## src/shared/arc_consts.svh

```systemverilog
// constants of the result computation and threshold unit
`ifndef ARC_CONSTS_SVH
`define ARC_CONSTS_SVH

// register byte offsets
`define ARC_OFF_CTRL    8'h00
`define ARC_OFF_CALC    8'h04
`define ARC_OFF_RPT     8'h08
`define ARC_OFF_UTH     8'h0c
`define ARC_OFF_LTH     8'h10
`define ARC_OFF_STAT    8'h14
`define ARC_OFF_RES     8'h18
`define ARC_OFF_PREV    8'h1c
`define ARC_OFF_ACC     8'h20
`define ARC_OFF_FLT     8'h24
`define ARC_OFF_ERR     8'h28
`define ARC_OFF_SETP    8'h2c
`define ARC_OFF_ISTAT   8'h30
`define ARC_OFF_IMASK   8'h34

// control and calc register fields
`define ARC_CTRL_MODE   2:0
`define ARC_CTRL_FREE_RUN_ENABLE   3
`define ARC_CTRL_SOI    4
`define ARC_CTRL_DSEN   5
`define ARC_CTRL_PSIS   6
`define ARC_CTRL_GO     7
`define ARC_CTRL_CRS    10:8
`define ARC_CALC_CALC   2:0
`define ARC_CALC_TMD    6:4

// interrupt status bits
`define ARC_IRQ_THR     0
`define ARC_IRQ_DONE    1
`define ARC_IRQ_W       2

// computation modes
`define ARC_MODE_BASIC  3'h0
`define ARC_MODE_ACCUM  3'h1
`define ARC_MODE_AVG    3'h2
`define ARC_MODE_BURST  3'h3
`define ARC_MODE_LPF    3'h4

// error methods
`define ARC_CALC_DSNG   3'h0
`define ARC_CALC_CVD    3'h1
`define ARC_CALC_RSET   3'h2
`define ARC_CALC_RFLT   3'h3
`define ARC_CALC_DFLT   3'h4
`define ARC_CALC_FSET   3'h5

// threshold tests
`define ARC_TMD_NEVER   3'h0
`define ARC_TMD_LT_L    3'h1
`define ARC_TMD_GE_L    3'h2
`define ARC_TMD_IN      3'h3
`define ARC_TMD_OUT     3'h4
`define ARC_TMD_LE_U    3'h5
`define ARC_TMD_GT_U    3'h6
`define ARC_TMD_ALWAYS  3'h7

// reset values
`define ARC_RPT_RST     8'h01

`endif

```

## src/shared/arc_pkg.sv

```systemverilog
// types of the result computation and threshold unit
package arc_pkg;
    typedef logic [2:0] arc_sel_type;
    typedef enum logic [1:0] {ST_IDLE, ST_CONV, ST_EVAL} arc_state_type;
endpackage : arc_pkg

```

## src/logic/arc_accum.sv

```systemverilog
// accumulator and filter arithmetic for one new sample
`timescale 1ns/1ps
`default_nettype none
`include "arc_consts.svh"
module arc_accum
    import arc_pkg::*;
#(
    parameter int DW = 12,
    parameter int AW = 18
) (
    input  wire logic [2:0]    mode,      // computation mode
    input  wire logic [2:0]    crs,       // filter shift
    input  wire logic [AW-1:0] acc,       // current accumulator
    input  wire logic [DW-1:0] sample,    // new sample
    output logic      [AW-1:0] acc_nxt,   // next accumulator
    output logic               ovf,       // accumulator carried out
    output logic      [15:0]   flt_nxt    // filtered or average value
);
    wire logic [AW:0]   sum_w  = {1'b0, acc} + {{(AW+1-DW){1'b0}}, sample};
    wire logic [AW-1:0] decay_w = acc - (acc >> crs);
    wire logic [AW:0]   lpf_w  = {1'b0, decay_w} + {{(AW+1-DW){1'b0}}, sample};
    wire logic [AW:0]   pick_w = (mode == `ARC_MODE_LPF) ? lpf_w : sum_w;
    wire logic [AW:0]   shr_w  = pick_w >> crs;

    always_comb begin
        acc_nxt = pick_w[AW-1:0];
        ovf     = pick_w[AW];
        flt_nxt = shr_w[15:0];
        if (mode == `ARC_MODE_BASIC) begin
            acc_nxt = {{(AW-DW){1'b0}}, sample};
            ovf     = 1'b0;
            flt_nxt = {{(16-DW){1'b0}}, sample};
        end else if (mode == `ARC_MODE_ACCUM) begin
            flt_nxt = {{(16-DW){1'b0}}, sample};
        end
    end
endmodule : arc_accum
`default_nettype wire

```

## src/logic/arc_thresh.sv

```systemverilog
// deviation calculation and eight-way signed threshold test
`timescale 1ns/1ps
`default_nettype none
`include "arc_consts.svh"
module arc_thresh
    import arc_pkg::*;
(
    input  wire logic [2:0]         calc,   // error method select
    input  wire logic [2:0]         tmd,    // threshold mode
    input  wire logic signed [15:0] res,    // new result
    input  wire logic signed [15:0] prev,   // prior sample
    input  wire logic signed [15:0] flt,    // filtered value
    input  wire logic signed [15:0] fprev,  // filtered value before this one
    input  wire logic signed [15:0] setp,   // setpoint
    input  wire logic signed [15:0] upper_threshold,    // upper threshold
    input  wire logic signed [15:0] lower_threshold,    // lower threshold
    input  wire logic               aov,    // accumulator overflow
    output logic signed      [15:0] err,    // deviation value
    output logic                    above,  // err above upper
    output logic                    below,  // err below lower
    output logic                    hit     // interrupt condition
);
    logic tst;

    always_comb begin
        case (calc)
            `ARC_CALC_DSNG: err = res - prev;
            `ARC_CALC_CVD:  err = prev - res;
            `ARC_CALC_RSET: err = res - setp;
            `ARC_CALC_RFLT: err = res - flt;
            `ARC_CALC_DFLT: err = flt - fprev;
            `ARC_CALC_FSET: err = flt - setp;
            default:        err = 16'sh0000;
        endcase
    end

    // all compares are signed
    assign above = err > upper_threshold;
    assign below = err < lower_threshold;

    always_comb begin
        case (tmd)
            `ARC_TMD_NEVER:  tst = 1'b0;
            `ARC_TMD_LT_L:   tst = below;
            `ARC_TMD_GE_L:   tst = !below;
            `ARC_TMD_IN:     tst = !below && !above;
            `ARC_TMD_OUT:    tst = below || above;
            `ARC_TMD_LE_U:   tst = !above;
            `ARC_TMD_GT_U:   tst = above;
            default:         tst = 1'b1;
        endcase
    end

    assign hit = tst || aov;
endmodule : arc_thresh
`default_nettype wire

```

## src/logic/arc_top.sv

```systemverilog
// converter result computation, threshold test and conversion sequencing
//
// What this block does
// - burst average keeps re-triggering until the count reaches the repeat setting.
// - low-pass mode accumulates until the count reaches repeat, filters, then tests.
// - the filter shift setting sets the low-pass cut-off.
// - result and prior move with every evaluated sample except the first of a pair; filter, error and flags only at the end of each computation.
// - a three-bit select picks one of six deviation calculations.
// - the deviation is compared with both thresholds to update the two flags.
// - a three-bit threshold mode picks one of eight tests.
// - a satisfied test sets the threshold interrupt flag.
// - free-running mode starts the next conversion itself and keeps start set.
// - with stop-on-interrupt, a threshold hit clears start and stops conversions.
// - double sampling needs two separately started conversions unless free-running.
// - the first of two only sets the phase bit, stores the sample and updates the accumulator and its overflow flag.
// - the second moves the first to prior, stores the result, then tests.
`timescale 1ns/1ps
`default_nettype none
`include "arc_consts.svh"
module arc_top
    import arc_pkg::*;
#(
    parameter int DW = 12,
    parameter int AW = 18
) (
    input  wire logic          sys_clk,    // 20 MHz clock
    input  wire logic          rst_b,      // async reset, active low
    input  wire logic [7:0]    reg_addr,   // register byte address
    input  wire logic [31:0]   reg_wdata,  // write data
    input  wire logic          reg_wr,     // write strobe
    input  wire logic          reg_rd,     // read strobe
    output logic      [31:0]   reg_rdata,  // read data, cycle after strobe
    input  wire logic          trig_in,    // trigger pulse, sets start
    output logic               conv_start, // request a conversion
    input  wire logic          conv_done,  // conversion finished pulse
    input  wire logic [DW-1:0] conv_data,  // conversion value
    output logic               irq         // level interrupt
);
    // ********************************
    // registers
    // ********************************
    arc_state_type   state_q;
    logic [2:0]      mode_q, crs_q, calc_q, tmd_q;
    logic            free_run_enable_q, soi_q, dsen_q, psis_q, go_q;
    logic [7:0]      rpt_q, cnt_q;
    logic [15:0]     uth_q, lth_q, setp_q;
    logic [15:0]     res_q, prev_q, flt_q, err_q, first_q;
    logic [AW-1:0]   acc_q;
    logic [DW-1:0]   samp_q;
    logic            uthr_q;
    logic            lthr_q;
    logic            math_q;
    logic            aov_q;
    logic [`ARC_IRQ_W-1:0] ist_q, imsk_q;
    logic [31:0]     rdata_q;

    // ********************************
    // bus decode
    // ********************************
    wire logic wr_ctrl  = reg_wr && (reg_addr == `ARC_OFF_CTRL);
    wire logic wr_calc  = reg_wr && (reg_addr == `ARC_OFF_CALC);
    wire logic wr_rpt   = reg_wr && (reg_addr == `ARC_OFF_RPT);
    wire logic wr_uth   = reg_wr && (reg_addr == `ARC_OFF_UTH);
    wire logic wr_lth   = reg_wr && (reg_addr == `ARC_OFF_LTH);
    wire logic wr_setp  = reg_wr && (reg_addr == `ARC_OFF_SETP);
    wire logic wr_ist   = reg_wr && (reg_addr == `ARC_OFF_ISTAT);
    wire logic wr_imsk  = reg_wr && (reg_addr == `ARC_OFF_IMASK);

    // ********************************
    // computation datapath
    // ********************************
    wire logic          eval     = (state_q == ST_EVAL);
    wire logic          ds_first = dsen_q && !math_q;
    wire logic [7:0]    cnt_inc  = cnt_q + 8'h01;
    wire logic          cnt_done = cnt_inc >= rpt_q;
    wire logic          avg_like = (mode_q == `ARC_MODE_AVG) || (mode_q == `ARC_MODE_BURST);
    wire logic          batch    = avg_like || (mode_q == `ARC_MODE_LPF);
    // averaging and filter modes only test once the batch is complete
    wire logic          compute  = eval && !ds_first && (!batch || cnt_done);
    wire logic          first_ev = eval && ds_first;
    wire logic [AW-1:0] acc_nxt;
    wire logic          ovf;
    wire logic [15:0]   flt_nxt;
    wire logic [15:0]   err_nxt;
    wire logic          above;
    wire logic          below;
    wire logic          hit;

    arc_accum #(
        .DW (DW),
        .AW (AW)
    ) u_accum (
        .mode    (mode_q),
        .crs     (crs_q),
        .acc     (acc_q),
        .sample  (samp_q),
        .acc_nxt (acc_nxt),
        .ovf     (ovf),
        .flt_nxt (flt_nxt)
    );

    wire logic [15:0] res_n  = {{(16-DW){1'b0}}, samp_q};
    // the prior value is the last result, the first of a pair, or the filtered value on request
    wire logic [15:0] prev_n = psis_q ? flt_q : (dsen_q ? first_q : res_q);
    wire logic [15:0] flt_n  = compute ? flt_nxt : flt_q;
    // overflow stays set until an average batch completes, so it keeps forcing hits
    wire logic        aov_n  = aov_q || ovf;

    arc_thresh u_thresh (
        .calc  (calc_q),
        .tmd   (tmd_q),
        .res   (res_n),
        .prev  (prev_n),
        .flt   (flt_n),
        .fprev (flt_q),
        .setp  (setp_q),
        .upper_threshold   (uth_q),
        .lower_threshold   (lth_q),
        .aov   (aov_n),
        .err   (err_nxt),
        .above (above),
        .below (below),
        .hit   (hit)
    );

    wire logic thr_ev  = compute && hit;
    wire logic stop_ev = thr_ev && soi_q;
    // burst mode re-triggers on its own within a batch
    wire logic burst_more = (mode_q == `ARC_MODE_BURST) && !cnt_done && !ds_first;
    wire logic keep_go = !stop_ev && (free_run_enable_q || burst_more);
    // a start written or triggered in the evaluate cycle beats the hardware clear
    wire logic sw_go   = (wr_ctrl && reg_wdata[`ARC_CTRL_GO]) || trig_in;
    wire logic sw_stop = wr_ctrl && !reg_wdata[`ARC_CTRL_GO];
    // each conversion of a pair needs its own start unless free-running
    wire logic go_d = sw_go ? 1'b1 :
                      sw_stop ? 1'b0 :
                      (eval && !keep_go) ? 1'b0 : go_q;
    wire logic [`ARC_IRQ_W-1:0] ev_set = {compute, thr_ev};
    wire logic [`ARC_IRQ_W-1:0] ist_d  =
        ev_set | (ist_q & ~(wr_ist ? reg_wdata[`ARC_IRQ_W-1:0] : {`ARC_IRQ_W{1'b0}}));

    // request follows go while the sequencer is idle and drops as the sequencer leaves idle
    assign conv_start = go_q && (state_q == ST_IDLE);
    assign irq        = |(ist_q & imsk_q);
    assign reg_rdata  = rdata_q;

    // ********************************
    // conversion sequencer
    // ********************************
    // a done pulse outside the converting state is dropped
    always_ff @(posedge sys_clk or negedge rst_b) begin
        if (!rst_b) begin
            state_q <= ST_IDLE;
            samp_q  <= '0;
        end else begin
            case (state_q)
                ST_IDLE: if (conv_start) state_q <= ST_CONV;
                ST_CONV: if (conv_done) begin
                    state_q <= ST_EVAL;
                    samp_q  <= conv_data;
                end
                ST_EVAL: state_q <= ST_IDLE;
                default: state_q <= ST_IDLE;
            endcase
        end
    end

    // ********************************
    // software settings
    // ********************************
    always_ff @(posedge sys_clk or negedge rst_b) begin
        if (!rst_b) begin
            {mode_q, free_run_enable_q, soi_q, dsen_q, psis_q, crs_q} <= '0;
            {calc_q, tmd_q} <= '0;
            rpt_q  <= `ARC_RPT_RST;
            uth_q  <= '0;
            lth_q  <= '0;
            setp_q <= '0;
            imsk_q <= '0;
            go_q   <= 1'b0;
        end else begin
            go_q <= go_d;
            if (wr_ctrl) begin
                mode_q <= reg_wdata[`ARC_CTRL_MODE];
                free_run_enable_q <= reg_wdata[`ARC_CTRL_FREE_RUN_ENABLE];
                soi_q  <= reg_wdata[`ARC_CTRL_SOI];
                dsen_q <= reg_wdata[`ARC_CTRL_DSEN];
                psis_q <= reg_wdata[`ARC_CTRL_PSIS];
                crs_q  <= reg_wdata[`ARC_CTRL_CRS];
            end
            if (wr_calc) begin
                calc_q <= reg_wdata[`ARC_CALC_CALC];
                tmd_q  <= reg_wdata[`ARC_CALC_TMD];
            end
            if (wr_rpt) rpt_q <= reg_wdata[7:0];
            if (wr_uth) uth_q <= reg_wdata[15:0];
            if (wr_lth) lth_q <= reg_wdata[15:0];
            if (wr_setp) setp_q <= reg_wdata[15:0];
            if (wr_imsk) imsk_q <= reg_wdata[`ARC_IRQ_W-1:0];
        end
    end

    // ********************************
    // accumulation and pairing
    // ********************************
    // the count also runs in single-sample modes and only restarts at a batch end
    always_ff @(posedge sys_clk or negedge rst_b) begin
        if (!rst_b) begin
            acc_q   <= '0;
            cnt_q   <= '0;
            aov_q   <= 1'b0;
            math_q  <= 1'b0;
            first_q <= '0;
        end else if (first_ev) begin
            math_q  <= 1'b1;
            first_q <= res_n;
            acc_q   <= acc_nxt;
            aov_q   <= aov_n;
        end else if (eval) begin
            math_q <= 1'b0;
            // a finished average starts the next batch from empty
            if (compute && avg_like) begin
                acc_q <= '0;
                cnt_q <= '0;
                aov_q <= 1'b0;
            end else begin
                acc_q <= acc_nxt;
                cnt_q <= (compute && batch) ? 8'h00 : cnt_inc;
                aov_q <= aov_n;
            end
        end
    end

    // ********************************
    // results and flags
    // ********************************
    // results only move in the evaluate cycle; filter, error and flags hold between computations
    always_ff @(posedge sys_clk or negedge rst_b) begin
        if (!rst_b) begin
            res_q  <= '0;
            prev_q <= '0;
            flt_q  <= '0;
            err_q  <= '0;
            uthr_q <= 1'b0;
            lthr_q <= 1'b0;
        end else if (eval && !ds_first) begin
            res_q  <= res_n;
            prev_q <= prev_n;
            if (compute) begin
                flt_q  <= flt_nxt;
                err_q  <= err_nxt;
                uthr_q <= above;
                lthr_q <= below;
            end
        end
    end

    // ********************************
    // interrupts and read port
    // ********************************
    // hardware set beats a same-cycle write-one clear
    always_ff @(posedge sys_clk or negedge rst_b) begin
        if (!rst_b) begin
            ist_q <= '0;
        end else begin
            ist_q <= ist_d;
        end
    end

    // read-only results share one decode with the settings
    logic [31:0] rd_mux;
    always_comb begin
        case (reg_addr)
            `ARC_OFF_CTRL:  rd_mux = {21'h0, crs_q, go_q, psis_q, dsen_q,
                                      soi_q, free_run_enable_q, mode_q};
            `ARC_OFF_CALC:  rd_mux = {25'h0, tmd_q, 1'b0, calc_q};
            `ARC_OFF_RPT:   rd_mux = {24'h0, rpt_q};
            `ARC_OFF_UTH:   rd_mux = {16'h0, uth_q};
            `ARC_OFF_LTH:   rd_mux = {16'h0, lth_q};
            `ARC_OFF_STAT:  rd_mux = {16'h0, cnt_q, 4'h0, aov_q, math_q,
                                      lthr_q, uthr_q};
            `ARC_OFF_RES:   rd_mux = {16'h0, res_q};
            `ARC_OFF_PREV:  rd_mux = {16'h0, prev_q};
            `ARC_OFF_ACC:   rd_mux = {{(32-AW){1'b0}}, acc_q};
            `ARC_OFF_FLT:   rd_mux = {16'h0, flt_q};
            `ARC_OFF_ERR:   rd_mux = {16'h0, err_q};
            `ARC_OFF_SETP:  rd_mux = {16'h0, setp_q};
            `ARC_OFF_ISTAT: rd_mux = {30'h0, ist_q};
            `ARC_OFF_IMASK: rd_mux = {30'h0, imsk_q};
            default:        rd_mux = 32'h0000_0000;
        endcase
    end

    // unmapped addresses read zero; data stand only in the cycle after the strobe
    always_ff @(posedge sys_clk or negedge rst_b) begin
        if (!rst_b) begin
            rdata_q <= '0;
        end else begin
            rdata_q <= reg_rd ? rd_mux : 32'h0000_0000;
        end
    end
endmodule : arc_top
`default_nettype wire

```

## config.mk

```make
export PLATFORM = sky130hd
export DESIGN_NAME = arc_top
export DESIGN_NICKNAME = d
export VERILOG_FILES = /design/src/shared/arc_pkg.sv /design/src/logic/arc_accum.sv /design/src/logic/arc_thresh.sv /design/src/logic/arc_top.sv
export VERILOG_INCLUDE_DIRS = /design/src /design/src/shared
export SDC_FILE = /design/constraint.sdc
export NUM_CORES = 1
export LEC_CHECK = 0
export ABC_AREA = 1
export ABC_CLOCK_PERIOD_IN_PS = 8800
export BUFFER_PORTS_ARGS = -buffer_cell sky130_fd_sc_hd__buf_2
export CAP_MARGIN = 20
export CORE_MARGIN = 5
export CORE_UTILIZATION = 52
export CTS_CLUSTER_DIAMETER = 100
export DETAILED_ROUTE_END_ITERATION = 16
export PLACE_DENSITY = 0.72
export SETUP_SLACK_MARGIN = 0.3
export SLEW_MARGIN = 20
export SYNTH_ARGS = -nofsm -noshare
export SYNTH_HDL_FRONTEND = slang
export SYNTH_SLANG_ARGS = --single-unit
export TNS_END_PERCENT = 20
```

## constraint.sdc

```tcl
create_clock -name sys_clk -period 8.8 [get_ports sys_clk]
set_input_delay 1.32 -clock sys_clk [delete_from_list [all_inputs] [get_ports sys_clk]]
set_output_delay 1.32 -clock sys_clk [all_outputs]
set_load 0.05 [all_outputs]
```

==> impl_metrics.env, run 1 <==
export IMPL_reg2reg_slack_ps=20
export IMPL_synth_area_leaders="dfrtp_1 32%, nand2_1 14%, o21ai_0 9.9%"
export IMPL_drc=0
export IMPL_fin_skew_ps=20.0
export IMPL_crit_path_max_fanout=8
export IMPL_crit_arrival_ps=9210
export IMPL_dr_pass1_iters=6
export IMPL_slew_violations=0
export IMPL_grt_max_degree=73
export IMPL_drtIter0Drc=1807
export IMPL_port_buffers=61
export IMPL_htreeDepth=1
export IMPL_cts_buffers_inserted=25
export IMPL_setup_viol=0
export IMPL_dp_slack_ps=-599
export IMPL_gp_congestion=0.986
export IMPL_wire_per_inst_um=20.5
export IMPL_syn_mean_instance_area_um2=6.97
export IMPL_slowest_stage="dfrtp_2"
export IMPL_status="completed"
export IMPL_nFillCells=2677
export IMPL_fin_util=0.667
export IMPL_slew_limit_headroom=0.254
export IMPL_hold_viol=0
export IMPL_viasPerCell=5.86
export IMPL_cts_path_max_buffers=3
export IMPL_endpoint_kind="flip-flop"
export IMPL_ys_seq_elements=211
export IMPL_seqCellArea_um2=5280
export IMPL_synthSimpleGateAreaFrac=0.233
export IMPL_drive_gt1_frac=0.228
export IMPL_final_nets=2787
export IMPL_ys_seq_area_frac=0.325
export IMPL_fmax_mhz=114
export IMPL_antenna_found_initial=1
export IMPL_clock_sinks=211
export IMPL_insertedDiodeCount=0
export IMPL_postLayoutSetupSlackWorst_ps=23.2
export IMPL_cts_hold_fix_buffers=0
export IMPL_die_x_um=187
export IMPL_critical_path_required_ps=9240
export IMPL_critPathMostFrequentCell="nand2_1"
export IMPL_critical_path_class="flip-flop to flip-flop"
export IMPL_multiInputGateArea_um2=10100
export IMPL_row_count=64
export IMPL_cts_reportedPaths_clkPinSlew_ps=60
export IMPL_yosys_warnings=0
export IMPL_initial_utilization=0.529
export IMPL_cts_tree="done"
export IMPL_grt_usage=0.335
export IMPL_start_kind="flip-flop"
export IMPL_synth_mux_area_frac=0.00308
export IMPL_cp_buffers_inverters=11
export IMPL_synth_area_um2=16200
export IMPL_hp_class="flip-flop to flip-flop"
export IMPL_dp_hpwl_um=46300
export IMPL_synth_edf_count=0
export IMPL_synthXorXnorAreaFrac=0.0167
export IMPL_stdcell_count=3027
export IMPL_dp_cells=2947
export IMPL_p_per_area_nw_per_um2=405
export IMPL_gr_total_overflow=0
export IMPL_synth_top_family_by_area="simple AND/OR/NAND/NOR gates"
export IMPL_netlist_area_leader_share=0.324
export IMPL_rsz0062_at_grt="yes"
export IMPL_power_mw=8.28
export IMPL_coreArea_um2=30700
export IMPL_synth_fa_ha_area_frac=0.0918
export IMPL_finalCritPeriodShare=0.997
export IMPL_ant_nets=0
export IMPL_routed_wl_um=62100
export IMPL_yosys_area_top_type="dfrtp_1"
export IMPL_synth_cells=2328
export IMPL_cpPeakStageDelay_ps=490
export IMPL_crit_family="compound AO/OA/AOI/OAI gates"
export IMPL_cap_viol_max_count=0
export IMPL_final_min_clock_period_ps=8780
export IMPL_root_buffer="clkbuf_16"
export IMPL_synthArstFlopShare=1.00
export IMPL_ir_drop_v=0.000208
export IMPL_synth_compound_area_share=0.221
export IMPL_ys_flop_type="dfrtp_1"
export IMPL_dieArea_um2=34800
export IMPL_synth_distinct_cells=62
export IMPL_worstSkewPairLatency_ps=540
export IMPL_areaGrowthSynthToFinish_pct=26.0
export IMPL_leakage_nw=10.1
export IMPL_pin_count=92
export IMPL_die_h_um=187
export IMPL_grt_pass1_vias=16878
export IMPL_tightest_slew_ps=1120
export IMPL_grt_pass1_wl_um=93300
export IMPL_vias=17732
## through the flow
step	instance area (µm²)	hold WS [ps]	setup TNS [ps]
floorplan	16300	449	0
global route	20400	500	-1240
finish	20400	481	0
CTS	19600	482	-159
global placement	18500	463	-920
detailed placement	18500	466	-1390
## cell usage after synthesis (all sizes together), types with 2 or more instances
cell type and n:
o21bai 7, o21ai 327, o2111ai 6, nand4 21, o31ai 4, inv 351, dfrtp 210, xor2 21
nand3 103, or2 11, o21a 3, nor2 120, nand3b 5, ha 111, clkinv 4, a21oi 117
fa 5, a2111oi 4, buf 30, o211ai 11, nand2 602, nor3 21, mux2i 5, nor3b 2
a32oi 7, and2 3, o221ai 14, nor4 3, a22oi 19, a21o 3, clkbuf 67, xnor2 10
a31oi 8, a221oi 19, a41oi 5, o41ai 4, o22ai 57
## power breakdown
group / switching, mW / leakage, nW / internal [mW]
clock network: 0.443 / 0.403 / 0.623
logic: 3.23 / 6.90 / 2.62
registers: 0.186 / 2.80 / 1.17
total: 3.86 / 10.1 / 4.41
## logic make-up after synthesis
| logic type | after synthesis |
|---|---|
| compound gates | 620 |
| simple gates | 892 |
| flops | 211 |
| fa+ha+maj | 116 |
| buf+inv | 452 |
| xor+xnor | 31 |
| other cells | 1 |
| mux | 5 |
## worst min-delay path: cells and delay by family, from the launching register on
| family | cells | cell delay, ps |
|---|---|---|
| DFF | 1 | 340 |
| and+or+nand+nor | 2 | 100 |
## sequential cells by signal, summed over array words and instances (netlist names), 16 cells and up
signal	flops
acc_q	18
flt_q	16
reg_rdata	18
lth_q	16
err_q	16
uth_q	16
prev_q	16
setp_q	16
## timing repair
action / in CTS / in global routing
gates cloned: 0 / 1
resized for setup: 69 / 171
endpoints found under the setup margin: 4 / 4
pin swaps: 35 / 120
setup buffers: 15 / 19
## cell type report
| cell class | instances | share of cell area |
|---|---|---|
| clock buffer | 36 | 0.0351 |
| clock inverter | 9 | 0.00514 |
| inverter | 355 | 0.0652 |
| multi-input combinational | 1678 | 0.492 |
| sequential | 211 | 0.258 |
| tap | 396 | 0.0242 |
| timing repair buffer | 342 | 0.120 |
## worst paths after layout
| path | from | endpoint | cells after the start |
|---|---|---|---|
| setup / recovery | crs_q[0] | go_q | 63 |
| hold / removal | err_q[7] | err_q[7] | 2 |
| setup reg to reg | crs_q[0] | go_q | 63 |
| hold reg to reg | err_q[7] | err_q[7] | 2 |
| max in group asynchronous | rst_b | crs_q[0] | 2 |
| min in group asynchronous | rst_b | setp_q[14] | 1 |
## per-layer routing
layer	wire length [µm]	GRT usage	vias to the layer above	part of all wire
met5	14	0	-	0.00023
met4	3740	0.158	2	0.060
met3	5310	0.0508	237	0.086
met2	28600	0.555	825	0.46
met1	24500	0.433	8369	0.39
li1	-	-	8299	-
## placed cells by master (no fill, tap or decap), types with 7 or more instances in the layout
cell type  count
o22ai_1       56
inv_1        339
xor2_1        18
o221ai_1      11
nor3_1        15
ha_4          10
buf_4        273
ha_1          99
o21ai_1       31
nor2_4         8
a22oi_1       16
or2_2          8
xnor2_2        7
a221oi_1      17
nand2_1      550
clkbuf_16     25
nand3_2       16
conb_1        14
o211ai_1      10
nor2_1       100
buf_6          7
a21oi_1       91
dfrtp_1      209
a21oi_2       22
nand3_1       86
o21ai_0      266
nand4_1       21
inv_2         12
o21ai_2       28
buf_2         61
nor2_2        12
nand2_2       47
Power figures use the tool's default switching activity.
==> run 2: changes to the inputs <==
- ABC_CLOCK_PERIOD_IN_PS: 8800 -> 9650
- PLACE_DENSITY: 0.72 -> 0.7
- RECOVER_POWER: not set -> 100
- SETUP_SLACK_MARGIN: 0.3 -> 0.15
- clock period: 8.8 -> 9.65 ns (I/O delays scaled with it)
==> impl_metrics.env, run 2 (synthesis results as in run 1) <==
export IMPL_status="finished with violations"
export IMPL_violations="max-capacitance violations, max-slew violations"
export IMPL_rr_startpoint="crs_q[0]"
export IMPL_die_x_um=187
export IMPL_cp_startpoint="crs_q[0]"
export IMPL_rsz0062_at_grt="no"
export IMPL_dieArea_um2=34800
export IMPL_slew_limit_headroom=-2.31
export IMPL_final_cell_mix="580 x nand2_1, 343 x inv_1, 287 x o21ai_0, 208 x dfrtp_1, 107 x ha_1"
export IMPL_layout_commonest_cell="nand2_1"
export IMPL_cts_reportedPaths_clkPinSlew_ps=60
export IMPL_grt_pass1_wl_um=90600
export IMPL_final_nets=2580
export IMPL_tightest_slew_ps=4960
export IMPL_clock_sinks=211
export IMPL_fin_tns_setup_ps=0
export IMPL_dp_hpwl_um=45300
export IMPL_initial_utilization=0.529
export IMPL_root_buffer="clkbuf_16"
export IMPL_viasPerCell=5.93
export IMPL_htreeDepth=1
export IMPL_drc=0
export IMPL_nFillCells=3000
export IMPL_hold_viol=0
export IMPL_cts_tree="done"
export IMPL_final_min_clock_period_ps=9000
export IMPL_ant_nets=0
export IMPL_setup_viol=0
export IMPL_hp_class="flip-flop to flip-flop"
export IMPL_grt_pass1_vias=15900
export IMPL_cts_path_max_buffers=3
export IMPL_critical_path_required_ps=10080
export IMPL_coreArea_um2=30700
export IMPL_grt_usage=0.328
export IMPL_routed_wl_um=60100
export IMPL_dr_pass1_iters=6
export IMPL_critical_path_class="flip-flop to flip-flop"
export IMPL_power_mw=6.31
export IMPL_areaGrowthSynthToFinish_pct=12.6
export IMPL_worstHoldStart="err_q[10]"
export IMPL_grt_max_degree=93
export IMPL_crit_path_max_fanout=18
export IMPL_finalCritPeriodShare=0.932
export IMPL_dp_slack_ps=302
export IMPL_cpPeakStageDelay_ps=460
export IMPL_worstSkewPairLatency_ps=540
export IMPL_pin_count=92
export IMPL_fmax_mhz=111
export IMPL_crit_arrival_ps=9430
export IMPL_drive_gt1_frac=0.111
export IMPL_p_per_area_nw_per_um2=345
export IMPL_fin_util=0.596
export IMPL_fin_skew_ps=19.5
export IMPL_antenna_found_initial=0
export IMPL_insertedDiodeCount=0
export IMPL_start_kind="flip-flop"
export IMPL_endpoint_kind="flip-flop"
export IMPL_cap_viol_max_count=4
export IMPL_ir_drop_v=0.000187
export IMPL_drtIter0Drc=1641
export IMPL_port_buffers=61
export IMPL_leakage_nw=8.87
export IMPL_die_h_um=187
export IMPL_vias=16688
export IMPL_wire_per_inst_um=21.3
export IMPL_critPathMostFrequentCell="nand2_1"
export IMPL_slowest_stage="dfrtp_2"
export IMPL_gp_congestion=1.00
export IMPL_slew_violations=242
export IMPL_gr_total_overflow=0
export IMPL_cts_buffers_inserted=25
export IMPL_holdWs_ps=483
export IMPL_row_count=64
export IMPL_postLayoutSetupSlackWorst_ps=653
## run 2: cell type report
cell class / instances / area (µm²) / area share
Clock buffer: 32 / 712 / 0.0390
Clock inverter: 9 / 131 / 0.00719
Inverter: 355 / 1330 / 0.0729
Multi-Input combinational cell: 1678 / 9510 / 0.520
Sequential cell: 211 / 5280 / 0.289
Tap cell: 396 / 495 / 0.0271
Timing Repair Buffer: 135 / 815 / 0.0446
## run 2: where the power goes
part	leakage [nW]	total, mW	switching [mW]	internal, mW
clock	0.413	0.998	0.401	0.597
sequential	2.79	1.24	0.169	1.07
combinational	5.66	4.07	2.58	1.49
## run 2: timing repair
action,4_1_cts,5_1_grt
hold endpoints to repair,0,0
hold buffers,0,0
gates resized for setup,0,107
buffers inserted,0,9
endpoints found under the setup margin,0,4
## run 2: path summary, 6_finish.rpt
| check | to | slack (ps) | depth (start not counted) |
|---|---|---|---|
| min reg2reg | err_q[10] | 480 | 2 |
| max reg2reg | go_q | 650 | 60 |
| min in group asynchronous | lth_q[1] | 2680 | 1 |
| min | err_q[10] | 480 | 2 |
| max in group asynchronous | crs_q[0] | 2060 | 3 |
| max | go_q | 650 | 60 |
## run 2: stage by stage
step / area, µm² / instances
2_1_floorplan: 16300 / 2341
3_3_place_gp: 17100 / 2764
3_5_place_dp: 17100 / 2764
4_1_cts: 18000 / 2805
5_1_grt: 18300 / 2816
6_report: 18300 / 2816
## run 2: worst max-delay path, delay by kind of cell (launching register included)
kind	cells	cell delay, ps
compound gates	15	2410
xor+xnor	4	610
fa+ha+maj	4	1280
buf+inv	10	1310
flops	1	460
simple gates	27	2830
## run 2: per-layer routing
| layer | GRT usage | share of wire |
|---|---|---|
| met1 | 0.434 | 0.41 |
| met2 | 0.541 | 0.46 |
| met3 | 0.0376 | 0.079 |
| met4 | 0.152 | 0.056 |
| met5 | 0 | 0 |
==> run 3: changes to the inputs <==
- ABC_CLOCK_PERIOD_IN_PS: 9650 -> 10180
- clock period: 9.65 -> 10.18 ns (I/O delays scaled with it)
==> impl_metrics.env, run 3 (synthesis results as in run 1) <==
export IMPL_root_buffer="clkbuf_16"
export IMPL_endpoint_kind="flip-flop"
export IMPL_leakage_nw=8.72
export IMPL_die_x_um=187
export IMPL_grt_pass1_wl_um=89200
export IMPL_slowest_stage="fa_1"
export IMPL_viasPerCell=5.94
export IMPL_hp_class="flip-flop to flip-flop"
export IMPL_layout_commonest_cell="nand2_1"
export IMPL_insertedDiodeCount=0
export IMPL_hold_viol=0
export IMPL_drtIter0Drc=1692
export IMPL_dieArea_um2=34800
export IMPL_htreeDepth=1
export IMPL_worstSkewPairLatency_ps=550
export IMPL_final_nets=2557
export IMPL_tightest_slew_ps=4240
export IMPL_slew_violations=277
export IMPL_cts_buffers_inserted=25
export IMPL_start_kind="flip-flop"
export IMPL_dp_hpwl_um=44800
export IMPL_initial_utilization=0.529
export IMPL_ir_drop_v=0.000197
export IMPL_coreArea_um2=30700
export IMPL_fin_skew_ps=21.9
export IMPL_crit_path_max_fanout=6
export IMPL_fmax_mhz=107
export IMPL_status="finished with violations"
export IMPL_grt_pass1_vias=15800
export IMPL_areaGrowthSynthToFinish_pct=10.5
export IMPL_critPathMostFrequentCell="nand2_1"
export IMPL_finalCritPeriodShare=0.921
export IMPL_grt_max_degree=77
export IMPL_drive_gt1_frac=0.0867
export IMPL_die_h_um=187
export IMPL_cts_tree="done"
export IMPL_cts_path_max_buffers=3
export IMPL_stdcell_count=2796
export IMPL_wire_per_inst_um=21.1
export IMPL_cap_viol_max_count=5
export IMPL_p_per_area_nw_per_um2=316
export IMPL_dp_cells=2735
export IMPL_critical_path_class="flip-flop to flip-flop"
export IMPL_clock_sinks=211
export IMPL_routed_wl_um=58900
export IMPL_gr_total_overflow=0
export IMPL_row_count=64
export IMPL_crit_arrival_ps=9820
export IMPL_final_cell_mix="584 x nand2_1, 345 x inv_1, 310 x o21ai_0, 208 x dfrtp_1, 110 x ha_1"
export IMPL_grt_usage=0.322
export IMPL_vias=16610
export IMPL_dr_pass1_iters=7
export IMPL_cpPeakStageDelay_ps=430
export IMPL_ant_nets=0
export IMPL_power_mw=5.67
export IMPL_slew_limit_headroom=-1.83
export IMPL_gp_congestion=1.02
export IMPL_violations="max-capacitance violations, max-slew violations"
export IMPL_critical_path_required_ps=10620
export IMPL_holdWs_ps=482
export IMPL_cts_reportedPaths_clkPinSlew_ps=60
export IMPL_setup_viol=0
export IMPL_drc=0
export IMPL_pin_count=92
export IMPL_final_min_clock_period_ps=9380
export IMPL_port_buffers=61
export IMPL_antenna_found_initial=0
-- run 3: where the power goes --
part | internal (mW) | switching, mW | total (mW)
Clock | 0.533 | 0.385 | 0.918
Combinational | 1.25 | 2.32 | 3.57
Sequential | 1.01 | 0.163 | 1.18
-- run 3: path summary, 6_finish.rpt --
kind                                 from         to  cells past startpoint  slack, ps
worst max-delay path             acc_q[5]       go_q                     64        800
worst min register to register  err_q[13]  err_q[13]                      2        480
min in group asynchronous           rst_b   lth_q[1]                      1       2460
max in group asynchronous           rst_b   lth_q[7]                      2       2490
worst max register to register   acc_q[5]       go_q                     64        800
worst min-delay path            err_q[13]  err_q[13]                      2        480
-- run 3: final cells by class --
class,count,area (µm²)
Inverter,355,1340
Fill cell,2973,12700
Tap cell,396,495
Clock buffer,32,692
Sequential cell,211,5280
Clock inverter,12,135
Multi-Input combinational cell,1678,9340
Timing Repair Buffer,112,638
-- run 3: critical path, delay by kind of cell (launching register included) --
kind | cells | cell delay [ps]
buffers and inverters | 5 | 580
AND/OR/NAND/NOR | 33 | 3190
flip-flops | 1 | 400
AO/OA/AOI/OAI | 19 | 3080
XOR/XNOR | 2 | 410
adder cells (fa/ha/maj) | 5 | 1600
-- run 3: layer usage --
| metal | vias to the layer above | GRT usage | wire length, µm |
|---|---|---|---|
| met5 | - | 0 | 0 |
| met2 | 764 | 0.533 | 27000 |
| li1 | 7852 | - | - |
| met3 | 163 | 0.0419 | 4800 |
| met4 | 0 | 0.136 | 2860 |
| met1 | 7831 | 0.427 | 24200 |
-- run 3: repair_timing --
action,CTS,global route
endpoints found under the hold margin,0,0
endpoints found under the setup margin,0,4
hold buffers,0,0
buffers inserted,0,15
gates resized for setup,0,38
-- run 3: stage by stage --
stage	util	cell area [µm²]	setup slack, ps	setup TNS, ps
2_1_floorplan	-	16300	1690	0
3_3_place_gp	0.552	16900	408	0
3_5_place_dp	0.552	16900	273	0
4_1_cts	0.579	17800	249	0
5_1_grt	0.584	17900	-37.1	-37.1
6_report	0.584	17900	801	0
